`config.mk`:
```
export PLATFORM = sky130hd
export DESIGN_NAME = hsil_core
export DESIGN_NICKNAME = d
export VERILOG_FILES = /design/src/core/hsil_core.v /design/src/core/hsil_fifo.v
export VERILOG_INCLUDE_DIRS = /design/src /design/src/core
export SDC_FILE = /design/constraint.sdc
export NUM_CORES = 1
export LEC_CHECK = 0
export BUFFER_PORTS_ARGS = -buffer_cell sky130_fd_sc_hd__buf_2
export CORE_ASPECT_RATIO = 0.8
export CORE_MARGIN = 1.5
export CORE_UTILIZATION = 52
export DETAILED_ROUTE_END_ITERATION = 7
export PLACE_DENSITY = 0.73
export REMOVE_ABC_BUFFERS = 1
export SYNTH_ARGS = -nofsm -noshare
export SYNTH_HDL_FRONTEND = slang
export SYNTH_SLANG_ARGS = --single-unit
```
`constraint.sdc`:
```
create_clock -name clk_i -period 2.85 [get_ports clk_i]
set_input_delay 0.1425 -clock clk_i [delete_from_list [all_inputs] [get_ports clk_i]]
set_output_delay 0.1425 -clock clk_i [all_outputs]
set_load 0.05 [all_outputs]
```
`src/core/hsil_regs.vh`:
```
`ifndef HSIL_REGS_VH
`define HSIL_REGS_VH
// Host command opcodes
`define HSIL_CMD_RESET      8'h01
`define HSIL_CMD_STATE      8'h02
`define HSIL_CMD_SET_BUSY   8'h03
`define HSIL_CMD_QUIT_BUSY  8'h04
`define HSIL_CMD_BUSMON     8'h05
`define HSIL_CMD_SET_ADDR   8'hF1
// Fixed indication codes and patterns
`define HSIL_IND_RESET      8'h03
`define HSIL_CON_LOW        7'h0B
`define HSIL_STATE_LOW      3'h7
`define HSIL_CFG_LOW        2'h1
`define HSIL_ACK_MASK       8'hCC
// Bus event kinds presented to the indication path
`define HSIL_EV_DATA        2'h0
`define HSIL_EV_ACK         2'h1
`define HSIL_EV_FSTAT       2'h2
// Reset values and queue depth
`define HSIL_ADDR_RST       16'h0000
`define HSIL_FIFO_DEPTH     8
`endif

```
`src/core/hsil_core.v`:
```
`timescale 1ns/1ps
`default_nettype none
`include "hsil_regs.vh"
// Operation
// - Frame start byte encodes type, repeat, priority
// - Ack byte forwarded with bits 5,4,1,0 cleared
// - Confirmation low bits 0001011, bit7 outcome
// - State byte: five flags over 111
// - Frame status byte: errors, 1,res,0,1,1
// - Config byte: 0, five features, 01
// - Data bytes pass; acks only when monitoring
// - Reset request reinitialises; indicate on Normal
// - Poll-state collision sets slave collision flag
// - Corrupted host byte sets receive error
// - Dominant readback mismatch sets transmit error
// - Bad sequence and thermal set flags
// - Busy plus auto-ack answers own address busy
// - Host ack request leaves busy mode
// - Quit-busy restores positive acks when applicable
// - Monitor forwards everything, exits only on reset
// - Auto-ack: own/group only; negative on error, busy if own in busy mode, else positive
// - First set-address enables auto-ack too
// - Auto-ack enable confirmed by config byte
// - Set-address takes effect at bus idle
// - Auto-ack stays on until reset request
// - Set-address dummy byte ignored entirely
module hsil_core (
  input  wire       clk_i,            // System clock
  input  wire       arst_n_i,         // Async reset, low
  input  wire [7:0] host_byte_i,      // Byte from host link
  input  wire       host_valid_i,     // Host byte strobe
  input  wire       host_corrupt_i,   // Parity/stop/frame check failed
  input  wire       host_ack_req_i,   // Host acknowledge request seen
  input  wire       seq_error_i,      // Invalid command sequence
  input  wire       poll_collision_i, // Collision during poll slot
  input  wire       tx_mismatch_i,    // Sent 0, read 1
  input  wire       thermal_i,        // Thermal warning level
  input  wire       normal_entry_i,   // Entered Normal state
  input  wire       bus_idle_i,       // Bus idle level
  input  wire [7:0] bus_byte_i,       // Byte from bus
  input  wire [1:0] bus_kind_i,       // Data, ack or frame status
  input  wire       bus_valid_i,      // Bus byte strobe
  input  wire       frame_start_i,    // Frame start event
  input  wire       frame_ext_i,      // Extended frame
  input  wire       frame_norep_i,    // Not repeated
  input  wire [1:0] frame_prio_i,     // Priority bits
  input  wire       con_valid_i,      // Transmit outcome event
  input  wire       con_pos_i,        // Outcome positive
  input  wire       dst_match_i,      // Dest equals own address
  input  wire       dst_group_i,      // Dest is group address
  input  wire       ack_slot_i,       // Time to answer frame
  input  wire       rx_err_i,         // Error in frame reception
  input  wire       auto_poll_i,      // Auto-polling feature on
  input  wire       crc_on_i,         // CRC feature on
  input  wire       marker_on_i,      // Marker frame-end on
  input  wire       ind_ready_i,      // Host link takes byte
  output reg  [7:0] ind_byte_o,       // Byte to host
  output reg        ind_valid_o,      // Byte to host valid
  output reg  [1:0] bus_ack_o,        // 0 none,1 pos,2 neg,3 busy
  output reg        bus_ack_valid_o,  // Ack answer strobe
  output reg        auto_ack_active_o,// Auto-ack state
  output reg        busy_mode_o,      // Busy mode state
  output reg        monitor_o,        // Bus monitoring state
  output reg [15:0] phys_addr_o,      // Stored physical address
  output reg        overflow_o        // Indication dropped
);
  // =====================================
  // State
  // Parser states for the multi-byte set-address command
  // Single-byte commands never leave the opcode state
  // Reset opcode is only decoded in the opcode state, so an
  // address or dummy byte equal to it is never taken as reset
  localparam S_CMD = 2'h0;            // Await opcode
  localparam S_AH  = 2'h1;            // Address high
  localparam S_AL  = 2'h2;            // Address low
  localparam S_DUM = 2'h3;            // Dummy byte
  reg  [1:0]  state;                  // Command parser state
  reg  [7:0]  addr_hi;                // Pending high byte
  reg  [15:0] pend_addr;              // Address awaiting idle
  reg         pend_valid;             // Address pending
  reg         slave_collision_flag;   // Flags
  reg         receive_error_flag;
  reg         transmit_error_flag;
  reg         sequence_error_flag;
  reg         thermal_warning_flag;
  reg  [7:0]  enq_byte;               // Byte to queue
  reg         enq_valid;              // Queue request
  wire        fifo_wready;            // Queue not full
  wire [7:0]  fifo_rdata;             // Queue head
  wire        fifo_rvalid;            // Queue not empty
  wire        is_cmd = host_valid_i && (state == S_CMD);
  wire        do_reset = is_cmd && (host_byte_i == `HSIL_CMD_RESET);

  // =====================================
  // Helpers
  // Config byte built from current features
  // Feature bits other than busy and auto-ack come from outside levels;
  // this block only owns the busy and auto-ack states
  function [7:0] cfg_byte;
    input b;
    input aa;
    input ap;
    input c;
    input m;
    begin
      cfg_byte = {1'b0, b, aa, ap, c, m, `HSIL_CFG_LOW};
    end
  endfunction

  // =====================================
  // Indication byte selection, one per cycle by priority
  // Lower-priority events in the same cycle are rare; dropped ones do not flag overflow
  // Trade-off: a fixed priority keeps the queue single-ported,
  // at the cost of losing a colliding lower-priority event
  // State request first, so every request gets its one answer unless the queue is full
  // Ack bytes are filtered here, before the queue, so a
  // filtered ack never occupies a queue slot
  always @*
  begin
    enq_byte  = 8'h00;
    enq_valid = 1'b0;
    if (is_cmd && host_byte_i == `HSIL_CMD_STATE)
    begin
      enq_valid = 1'b1;
      enq_byte  = {slave_collision_flag, receive_error_flag, transmit_error_flag,
                   sequence_error_flag, thermal_warning_flag, `HSIL_STATE_LOW};
    end
    else if (normal_entry_i)
    begin
      enq_valid = 1'b1;
      enq_byte  = `HSIL_IND_RESET;
    end
    else if (pend_valid && bus_idle_i && !auto_ack_active_o)
    begin
      enq_valid = 1'b1;
      enq_byte  = cfg_byte(busy_mode_o, 1'b1, auto_poll_i, crc_on_i, marker_on_i);
    end
    else if (con_valid_i)
    begin
      enq_valid = 1'b1;
      enq_byte  = {con_pos_i, `HSIL_CON_LOW};
    end
    else if (frame_start_i)
    begin
      enq_valid = 1'b1;
      enq_byte  = {~frame_ext_i, 1'b0, frame_norep_i, 1'b1, frame_prio_i, 2'b00};
    end
    else if (bus_valid_i)
    begin
      if (bus_kind_i == `HSIL_EV_ACK)
      begin
        enq_valid = monitor_o;
        enq_byte  = bus_byte_i & `HSIL_ACK_MASK;
      end
      else if (bus_kind_i == `HSIL_EV_FSTAT)
      begin
        enq_valid = 1'b1;
        enq_byte  = {bus_byte_i[7:5], 1'b1, bus_byte_i[3], 3'b011};
      end
      else
      begin
        enq_valid = 1'b1;
        enq_byte  = bus_byte_i;
      end
    end
  end

  // =====================================
  // Outgoing queue toward the host link
  // Absorbs bursts while the host link is slow or stalled
  // Read side pops only when the output flop is empty,
  // so the queue head and the output flop never disagree
  hsil_fifo #(
    .WIDTH (8),
    .DEPTH (`HSIL_FIFO_DEPTH),
    .AW    (3)
  ) u_fifo (
    .clk_i    (clk_i),
    .arst_n_i (arst_n_i),
    .wdata_i  (enq_byte),
    .wvalid_i (enq_valid),
    .wready_o (fifo_wready),
    .rdata_o  (fifo_rdata),
    .rvalid_o (fifo_rvalid),
    .rready_i (ind_ready_i && !ind_valid_o)
  );

  // =====================================
  // Output stage: flop holds byte until host takes it
  // Valid drops for one cycle after each handoff; this
  // halves peak rate but keeps the handshake trivially safe
  // Overflow is a one-cycle pulse per dropped byte
  always @(posedge clk_i or negedge arst_n_i)
  begin
    if (!arst_n_i)
    begin
      ind_byte_o  <= 8'h00;
      ind_valid_o <= 1'b0;
      overflow_o  <= 1'b0;
    end
    else
    begin
      if (ind_valid_o && ind_ready_i)
        ind_valid_o <= 1'b0;
      else if (!ind_valid_o && fifo_rvalid && ind_ready_i)
      begin
        ind_byte_o  <= fifo_rdata;
        ind_valid_o <= 1'b1;
      end
      overflow_o <= enq_valid && !fifo_wready; // Queue full drops byte
    end
  end

  // =====================================
  // Command parser and modes
  // Reset request clears modes and address but not the flags
  // here; flags have their own process below
  // A pending address is applied only while the bus is idle,
  // so an answer in flight never sees a half-changed address
  always @(posedge clk_i or negedge arst_n_i)
  begin
    if (!arst_n_i)
    begin
      state             <= S_CMD;
      addr_hi           <= 8'h00;
      pend_addr         <= `HSIL_ADDR_RST;
      pend_valid        <= 1'b0;
      phys_addr_o       <= `HSIL_ADDR_RST;
      auto_ack_active_o <= 1'b0;
      busy_mode_o       <= 1'b0;
      monitor_o         <= 1'b0;
    end
    else if (do_reset)
    begin
      state             <= S_CMD;
      pend_valid        <= 1'b0;
      phys_addr_o       <= `HSIL_ADDR_RST;
      auto_ack_active_o <= 1'b0;
      busy_mode_o       <= 1'b0;
      monitor_o         <= 1'b0;
    end
    else
    begin
      if (host_valid_i)
      begin
        case (state)
          S_CMD:
          begin
            if (host_byte_i == `HSIL_CMD_SET_BUSY && auto_ack_active_o)
              busy_mode_o <= 1'b1;
            else if (host_byte_i == `HSIL_CMD_QUIT_BUSY && auto_ack_active_o)
              busy_mode_o <= 1'b0;
            else if (host_byte_i == `HSIL_CMD_BUSMON)
              monitor_o <= 1'b1;
            else if (host_byte_i == `HSIL_CMD_SET_ADDR)
              state <= S_AH;
          end
          S_AH:
          begin
            addr_hi <= host_byte_i;
            state   <= S_AL;
          end
          S_AL:
          begin
            pend_addr  <= {addr_hi, host_byte_i};
            pend_valid <= 1'b1;
            state      <= S_DUM;
          end
          default:
            state <= S_CMD; // Value ignored
        endcase
      end
      if (host_ack_req_i)
        busy_mode_o <= 1'b0;
      if (pend_valid && bus_idle_i)
      begin
        phys_addr_o       <= pend_addr;
        auto_ack_active_o <= 1'b1;
        pend_valid        <= 1'b0;
      end
    end
  end

  // =====================================
  // Error flags: set wins over reset-request clear
  // Flags are sticky: a one-cycle event is never lost even
  // if the host asks for the state much later
  // Only the reset request clears them
  always @(posedge clk_i or negedge arst_n_i)
  begin
    if (!arst_n_i)
    begin
      slave_collision_flag <= 1'b0;
      receive_error_flag   <= 1'b0;
      transmit_error_flag  <= 1'b0;
      sequence_error_flag  <= 1'b0;
      thermal_warning_flag <= 1'b0;
    end
    else
    begin
      slave_collision_flag <= poll_collision_i | (slave_collision_flag & ~do_reset);
      receive_error_flag   <= host_corrupt_i | (receive_error_flag & ~do_reset);
      transmit_error_flag  <= tx_mismatch_i | (transmit_error_flag & ~do_reset);
      sequence_error_flag  <= seq_error_i | (sequence_error_flag & ~do_reset);
      thermal_warning_flag <= thermal_i | (thermal_warning_flag & ~do_reset);
    end
  end

  // =====================================
  // Automatic bus acknowledge
  // Negative answer wins over busy: a broken frame must be
  // repeated regardless of the busy state
  // Answer is a one-cycle strobe after the answer slot
  always @(posedge clk_i or negedge arst_n_i)
  begin
    if (!arst_n_i)
    begin
      bus_ack_o       <= 2'd0;
      bus_ack_valid_o <= 1'b0;
    end
    else
    begin
      bus_ack_valid_o <= 1'b0;
      bus_ack_o       <= 2'd0;
      if (ack_slot_i && auto_ack_active_o && (dst_match_i || dst_group_i))
      begin
        bus_ack_valid_o <= 1'b1;
        if (rx_err_i)
          bus_ack_o <= 2'd2;
        else if (busy_mode_o && dst_match_i)
          bus_ack_o <= 2'd3;
        else
          bus_ack_o <= 2'd1;
      end
    end
  end
endmodule
`default_nettype wire

```
`src/core/hsil_fifo.v`:
```
`timescale 1ns/1ps
`default_nettype none
// =====================================
// Small flop FIFO for indication bytes
module hsil_fifo #(
  parameter WIDTH = 8,
  parameter DEPTH = 8,
  parameter AW    = 3
) (
  input  wire             clk_i,   // Clock
  input  wire             arst_n_i,// Async reset
  input  wire [WIDTH-1:0] wdata_i, // Write data
  input  wire             wvalid_i,// Write valid
  output wire             wready_o,// Not full
  output wire [WIDTH-1:0] rdata_o, // Read data
  output wire             rvalid_o,// Not empty
  input  wire             rready_i // Reader takes
);
  reg [WIDTH-1:0] mem [0:DEPTH-1]; // Storage
  reg [AW-1:0]    wptr;            // Write index
  reg [AW-1:0]    rptr;            // Read index
  reg [AW:0]      cnt;             // Fill level
  wire do_w = wvalid_i && wready_o;
  wire do_r = rvalid_o && rready_i;
  assign wready_o = (cnt != DEPTH);
  assign rvalid_o = (cnt != 0);
  assign rdata_o  = mem[rptr];
  // Storage write, no reset needed on data
  always @(posedge clk_i)
  begin
    if (do_w)
      mem[wptr] <= wdata_i;
  end
  // Pointers and level
  always @(posedge clk_i or negedge arst_n_i)
  begin
    if (!arst_n_i)
    begin
      wptr <= {AW{1'b0}};
      rptr <= {AW{1'b0}};
      cnt  <= {(AW+1){1'b0}};
    end
    else
    begin
      if (do_w)
        wptr <= (wptr == DEPTH-1) ? {AW{1'b0}} : wptr + 1'b1;
      if (do_r)
        rptr <= (rptr == DEPTH-1) ? {AW{1'b0}} : rptr + 1'b1;
      if (do_w && !do_r)
        cnt <= cnt + 1'b1;
      else if (do_r && !do_w)
        cnt <= cnt - 1'b1;
    end
  end
endmodule
`default_nettype wire

```
==> impl_summary.txt, run 1 <==
----------------------------------------------------
[Floorplanning]
  Width of the die ... 122 um
  Starting Density ... 53.9%
  Core footprint ... 11000 um2
  Height of the die ... 98.6 um
  Row cnt ... 34
  Area of the die ... 12100 um2
  Ports ... 77

[Clocking]
  Number of buffers created by CTS ... 17
  TritonCTS clock tree ... done
  Max clock buf depth ... 2
  Sink Count ... 138
  Clock latency of the later-clocked register in the worst-skew pair ... 0.42 ns
  Clock root buffer ... clkbuf_16
  Number of setup buffers added after CTS ... 0
  Clk pin slew, worst setup/hold paths ... 0.06 ns
  CTS H-Tree Depth ... 4

[Cells and area]
  Fraction of final layout cells with drive strength greater than 1 ... 34.8%
  Filler instances ... 782
  Combined area of the multi-input logic cells ... 2080 um2
  Leading cell types in the layout, fill and taps excluded ... 75 x buf_2, 74 x dfrtp_1, 64 x edfxtp_1
  Antenna diode count ... 0
  Net count, final ... 563
  FF/Latch Area ... 3770 um2
  Area Growth Syn to Fin ... 22.0%
  Most common cell after layout, fill and taps aside ... buf_2
  Post-Layout Cell Count ... 664

[Global route]
  Global-route usage over all layers ... 23.3%
  Number of global-route vias before repair ... 3814
  First-pass GRT wire length ... 20600 um
  Number of antenna violations at the first check in global routing ... 0
  Pin count of the biggest net entering global routing ... 75
  Total congestion overflow ... 0

[Hold path]
  Cells on Worst Hold Path ... 3
  Worst-case hold path end point ... bus_ack_valid_o
  Startpoint of the most critical hold path ... ack_slot_i
  Type of the most critical hold path ... in2reg

[Run status]
  Run status ... completed

[Logic synthesis]
  Seq cells post-synth ... 138
  Proportion of synthesized chip area in sequential cells ... 63.5%
  Netlist Area Pre-Place ... 5940 um2
  Post-synth EDFFs ... 64
  Count of mapped cells out of synthesis ... 407
  Share of synthesized flip-flops with an asynchronous set or reset ... 53.6%
  Most common flop cell mapped by yosys ... dfrtp_1
  Post-synthesis average cell area ... 14.6 um2
  Distinct cell type count after synthesis ... 60
  Count of yosys warnings during synthesis ... 0

[Routing]
  Iteration-0 DRC count of the detailed router ... 318
  DRC viols ... 0
  Routed length per instance ... 19.9 um
  Vias per Instance ... 5.73
  Routed Wire Length ... 13200 um
  Remaining antenna violation count after routing ... 0
  Pre-antenna DRT Iters ... 4
  Via total after detailed routing ... 3802

[Timing]
  Share of the clock period used by the worst path after layout ... 94.6%
  Achievable frequency ... 371 MHz
  Slew headroom ... 35.9%
  Endpoints failing hold ... 0
  Final Setup Violations ... 0
  Final WS setup ... 0.155 ns
  Post-route minimum period ... 2.69 ns
  Setup clock skew after layout ... 0.00936 ns
  Setup tns final ... 0 ns
  Actual transition at the worst max-transition pin ... 0.962 ns
  Number of slew-limit violations in the final report ... 0
  Worst hold margin ... 0.0227 ns

[Power and ir drop]
  Pwr Density ... 1120 nW/um2
  IR Drop Worst-Case VDD ... 0.561 mV
  Switch share ... 36.2%
  Sequential power share ... 40.2%
  Cell internal pwr ... 5190 uW
  Combinational share of power ... 33.7%
  Net switching power figure ... 2950 uW
  Portion of total power attributed to the clock network ... 26.1%
  Total power ... 8140 uW
  Leakage ... 0.00298 uW

[Place]
  Buffers added on ports ... 76
  Cells after DPL ... 622
  Hpwl dp ... 8670 um
  Worst-case setup slack after placement ... -0.0296 ns
  Routability congestion estimate from global placement ... 0.860

[Worst setup path]
  WP data required ... 3.19 ns
  Largest fanout of any net on the critical path ... 4
  Worst EP arrival ... 3.03 ns
  Setup Crit Path Kind ... reg2reg
  Startpoint of the lowest-slack register-to-register path ... state[0]
  Startpoint kind of the worst setup timing path ... flip-flop
  R2R Setup Slk ... 0.16 ns
  Capturing element type of the critical path ... flip-flop
  Critical register-to-register path endpoint ... u_fifo.cnt[3]
  Length in cells of the worst reg-to-reg path ... 12

[Flow run]
  Number of maximum-capacitance constraint violations ... 0

----------------------------------------------------
-- cells in the mapped netlist (all sizes together) (2+ instances only) --
cell type / n / area share, %
clkbuf: 13 / 0.82
o211ai: 2 / 0.25
inv: 9 / 0.57
a32o: 2 / 0.34
mux2: 31 / 6.5
nor4: 3 / 0.57
a21o: 9 / 1.1
and2: 2 / 0.21
edfxtp: 64 / 32
buf: 6 / 0.65
nand3: 18 / 1.5
a21oi: 32 / 2.7
o21ai: 10 / 0.84
maj3: 3 / 0.51
nor2b: 2 / 0.21
mux4: 16 / 6.1
nand2: 25 / 1.6
a32oi: 2 / 0.42
nand2b: 2 / 0.21
nor3b: 2 / 0.25
xnor2: 3 / 0.44
and3b: 2 / 0.29
dfrtp: 74 / 31
nand4: 2 / 0.21
nand3b: 3 / 0.38
and3: 3 / 0.32
a31oi: 2 / 0.32
and4b: 3 / 0.51
a22oi: 2 / 0.25
ha: 10 / 2.1
nor2: 21 / 1.4
or3b: 2 / 0.29
mux2i: 9 / 1.5
-- registers in the layout, summed over array words and instances, names as in the netlist, 2 cells and up --
signal,flops
u_fifo.mem,64
pend_addr,16
phys_addr_o,16
addr_hi,8
ind_byte_o,8
u_fifo.cnt,4
u_fifo.rptr,3
u_fifo.wptr,3
bus_ack_o,2
state,2
-- power groups by stage --
| stage | registers [uW] | logic, uW | clock network, uW |
|---|---|---|---|
| after floorplan | 3800 | 1380 | 0 |
| final | 3270 | 2750 | 2120 |
| after detailed placement | 3300 | 2690 | 0 |
| after global routing | 3350 | 2980 | 2220 |
| after global placement | 3250 | 2620 | 0 |
| after CTS | 3270 | 2730 | 2140 |
-- per-stage QoR --
stage / instance area (um2) / util [%]
floorplan: 5850 / -
global placement: 6530 / 59.3
detailed placement: 6530 / 59.3
CTS: 7220 / 65.5
global route: 7250 / 65.8
finish: 7250 / 65.8
-- final cells by class --
| type | instances | area share, % |
|---|---|---|
| sequential | 138 | 52.1 |
| timing repair buffer | 100 | 8.29 |
| multi-input combinational | 241 | 28.7 |
| clock inverter | 13 | 1.42 |
| inverter | 9 | 0.466 |
| tap | 144 | 2.49 |
| clock buffer | 19 | 6.56 |
-- worst max path at each step --
| stage | startpoint | to | slack [ns] | cells after the start |
|---|---|---|---|---|
| 5_1_grt | state[0] | u_fifo.cnt[3] | -0.004 | 12 |
| 3_3_place_gp | state[0] | u_fifo.cnt[3] | 0.19 | 12 |
| 4_1_cts | state[1] | u_fifo.cnt[3] | 0.10 | 12 |
| 3_5_place_dp | state[1] | u_fifo.cnt[3] | -0.03 | 12 |
| 2_1_floorplan | state[0] | u_fifo.cnt[3] | -0.09 | 12 |
| 6_report | state[0] | u_fifo.cnt[3] | 0.16 | 12 |
-- metal layers --
metal | up-vias | track usage (%) | share of wire (%)
met5 | - | 0 | 0
met4 | 0 | 6.71 | 1.1
met3 | 17 | 6.08 | 5.4
met1 | 1923 | 34.3 | 46
li1 | 1749 | - | -
met2 | 113 | 34.4 | 47
-- worst max-delay path: stages, from the launching register on --
cell and delay [ns]:
dfrtp_1 0.39, inv_2 0.10, ha_4 0.15, nor3b_4 0.26, a31oi_4 0.14, a32oi_2 0.25, ha_2 0.22, inv_1 0.10
ha_1 0.31, a21o_1 0.18, a21oi_1 0.16, mux2i_1 0.24, xnor2_1 0.13
-- kinds of logic after synthesis --
group           after synthesis  share of synthesized area [%]
compound gates               70                           7.50
fa+ha+maj                    14                           2.95
simple gates                 98                           9.44
buf+inv                      28                           2.04
flops                       138                           63.5
mux                          56                           14.1
xor+xnor                      3                          0.442
-- repair_timing --
item,4_1_cts,5_1_grt
cloned,0,0
hold endpoints to repair,83,0
pin swaps,0,1
setup endpoints to repair,1,1
gates resized for setup,1,7
hold buffers,10,0
Power figures use the tool's default switching activity.
==> run 2, diff against run 1 <==
--- a/config.mk
+++ b/config.mk
@@ -7,7 +7,7 @@
 export NUM_CORES = 1
 export LEC_CHECK = 0
 export BUFFER_PORTS_ARGS = -buffer_cell sky130_fd_sc_hd__buf_2
-export CORE_ASPECT_RATIO = 0.8
+export CORE_ASPECT_RATIO = 2
 export CORE_MARGIN = 1.5
 export CORE_UTILIZATION = 52
 export DETAILED_ROUTE_END_ITERATION = 7
@@ -15,4 +15,5 @@
 export REMOVE_ABC_BUFFERS = 1
 export SYNTH_ARGS = -nofsm -noshare
 export SYNTH_HDL_FRONTEND = slang
+export SYNTH_HIERARCHICAL = 1
 export SYNTH_SLANG_ARGS = --single-unit
==> impl_summary.txt, run 2 <==
----------------------------------------------------
[Run status]
  Run status ... finished with violations
  Violations in the final reports ... setup timing

[Timing]
  Actual transition at the worst max-transition pin ... 0.947 ns
  Final Setup Violations ... 2
  Slew headroom ... 36.8%
  Share of the clock period used by the worst path after layout ... 106%
  Setup repair after global routing missed its margin ... true
  Post-route minimum period ... 3.01 ns
  Number of slew-limit violations in the final report ... 0
  Setup tns final ... -0.207 ns
  Achievable frequency ... 332 MHz
  Endpoints failing hold ... 0
  Setup clock skew after layout ... 0.0113 ns
  Final WS setup ... -0.164 ns

[Logic synthesis]
  Top-area cell type share of the netlist area ... 31.6%
  Count of yosys warnings during synthesis ... 6
  Post-synthesis average cell area ... 14.7 um2
  Leading post-synthesis cells by instance count ... 74 x dfrtp_1, 64 x edfxtp_1, 28 x nand2_1
  Share of synthesized flip-flops with an asynchronous set or reset ... 53.6%
  Post-synth EDFFs ... 64
  Proportion of synthesized chip area in sequential cells ... 62.1%
  Most common flop cell mapped by yosys ... dfrtp_1
  Dominant cell by count in the synthesized netlist ... dfrtp_1
  Count of mapped cells out of synthesis ... 414
  Library cell with the largest summed area after synthesis ... edfxtp_1
  Seq cells post-synth ... 138
  Cell types with the largest area share after synthesis ... edfxtp_1 32%, dfrtp_1 30%, mux4_2 4.1%
  Netlist Area Pre-Place ... 6070 um2
  Distinct cell type count after synthesis ... 57

[Hold path]
  Cells on Worst Hold Path ... 3
  Type of the most critical hold path ... in2reg
  Startpoint of the most critical hold path ... dst_group_i
  Worst-case hold path end point ... bus_ack_valid_o

[Power and ir drop]
  Pwr Density ... 1130 nW/um2
  Total power ... 8680 uW
  Leakage ... 0.00320 uW
  IR Drop Worst-Case VDD ... 0.635 mV

[Cells and area]
  Area Growth Syn to Fin ... 26.5%
  Registers with the highest flip-flop counts ... u_fifo/mem x64, pend_addr x16, phys_addr_o x16
  Net count, final ... 603
  Post-Layout Cell Count ... 702
  Fraction of final layout cells with drive strength greater than 1 ... 39.8%
  Register ranked first by flip-flop count ... u_fifo/mem
  Most common cell after layout, fill and taps aside ... buf_2
  Leading cell types in the layout, fill and taps excluded ... 75 x buf_2, 74 x dfrtp_1, 64 x edfxtp_1
  Antenna diode count ... 0
  Flip-flop count of the largest register after layout ... 64
  Final core utilization ... 67.7%

[Floorplanning]
  Ports ... 77
  Starting Density ... 53.5%
  Area of the die ... 12400 um2
  Height of the die ... 156 um
  Core footprint ... 11400 um2
  Width of the die ... 79.4 um
  Row cnt ... 55

[Routing]
  Pre-antenna DRT Iters ... 4
  Length of routed met2 wiring ... 7920 um
  Vias per Instance ... 5.79
  Iteration-0 DRC count of the detailed router ... 243
  Routed Wire Length ... 13900 um
  Routed length per instance ... 19.8 um
  DRC viols ... 0
  Remaining antenna violation count after routing ... 0
  Via total after detailed routing ... 4064
  Metal-1 WL ... 4680 um
  Highest routing layer actually used ... met4
  Met3 WL post-DR ... 519 um

[Place]
  Worst-case setup slack after placement ... -0.475 ns
  Routability congestion estimate from global placement ... 0.979
  Hpwl dp ... 9740 um
  Cells after DPL ... 647
  Buffers added on ports ... 76

[Global route]
  Global-route usage over all layers ... 24.2%
  First-pass GRT wire length ... 21700 um
  Number of global-route vias before repair ... 4246
  Number of antenna violations at the first check in global routing ... 0
  Pin count of the biggest net entering global routing ... 75
  Total congestion overflow ... 0

[Worst setup path]
  Worst EP arrival ... 3.30 ns
  Startpoint kind of the worst setup timing path ... flip-flop
  Setup Crit Path Kind ... reg2reg
  R2R Setup Slk ... -0.16 ns
  Capturing element type of the critical path ... flip-flop
  Largest fanout of any net on the critical path ... 3
  Length in cells of the worst reg-to-reg path ... 13
  Startpoint of the lowest-slack register-to-register path ... state[0]
  WP data required ... 3.14 ns
  Critical register-to-register path endpoint ... u_fifo/cnt[3]

[Clocking]
  Clock root buffer ... clkbuf_16
  Max clock buf depth ... 2
  Sink Count ... 138
  CTS H-Tree Depth ... 4
  Clk pin slew, worst setup/hold paths ... 0.06 ns
  Number of buffers created by CTS ... 17
  TritonCTS clock tree ... done
  Clock latency of the later-clocked register in the worst-skew pair ... 0.42 ns

[Flow run]
  Number of maximum-capacitance constraint violations ... 0

----------------------------------------------------
## run 2: report_power, final
group          switching (uW)  leakage, uW  total [uW]  internal [uW]
clock                     923     0.000287        2130           1200
combinational            1810      0.00143        3350           1540
sequential                418      0.00148        3210           2790
## run 2: layer usage
layer | global-route usage, % | vias up
met5 | 0 | -
met2 | 44.6 | 138
li1 | - | 1853
met1 | 23.2 | 2025
met3 | 6.02 | 48
met4 | 14.7 | 0
## run 2: worst max-delay path by stage
stage	startpoint	end	slack [ns]	cells past startpoint
after floorplan	state[0]	u_fifo/cnt[3]	-0.97	13
after global placement	state[1]	u_fifo/cnt[3]	-0.29	13
after detailed placement	state[1]	u_fifo/cnt[3]	-0.48	13
after CTS	state[1]	u_fifo/cnt[3]	-0.02	14
after global routing	state[0]	u_fifo/cnt[3]	-0.22	14
final	state[0]	u_fifo/cnt[3]	-0.16	13
## run 2: timing repair
action | 4_1_cts | 5_1_grt
setup endpoints to repair | 14 | 1
hold buffers | 9 | 0
pin swaps | 7 | 11
buffers inserted | 7 | 7
hold endpoints to repair | 82 | 0
gates resized for setup | 18 | 5
gates cloned | 0 | 0
## run 2: worst max-delay path: stages, from the launching register on
cell and delay [ns]:
dfrtp_1 0.39, inv_2 0.10, ha_4 0.15, or4b_4 0.50, nor4_4 0.26, nand4bb_4 0.24, nand2_8 0.06, inv_4 0.05
ha_4 0.14, inv_4 0.05, ha_4 0.16, or4_4 0.49, o211ai_1 0.15, o211ai_1 0.13
## run 2: cell families (layout without fill, tap and decap cells)
logic type | Yosys count | in the layout | share of synthesized area [%]
flops | 138 | 138 | 62.1
simple gates | 103 | 103 | 9.74
compound gates | 71 | 71 | 8.10
mux | 58 | 58 | 14.7
buf+inv | 29 | 175 | 2.33
fa+ha+maj | 13 | 13 | 2.72
xor+xnor | 2 | 2 | 0.288
## run 2: stage by stage
stage / cell area, um2 / hold WS (ns)
floorplan: 5960 / -0.153
global placement: 6790 / 0.312
detailed placement: 6790 / 0.317
CTS: 7610 / 0.00864
global route: 7680 / 0.0164
finish: 7680 / 0.0217
## run 2: final cells by class
class                   instances  area (um2)
flip-flops and latches        138        3770
fillers                       793        3670
multi-input cells             247        2260
repair buffers                135         856
clock buffers                  18         450
well taps                     142         178
clock inverters                14         128
inverters                       8        35.0
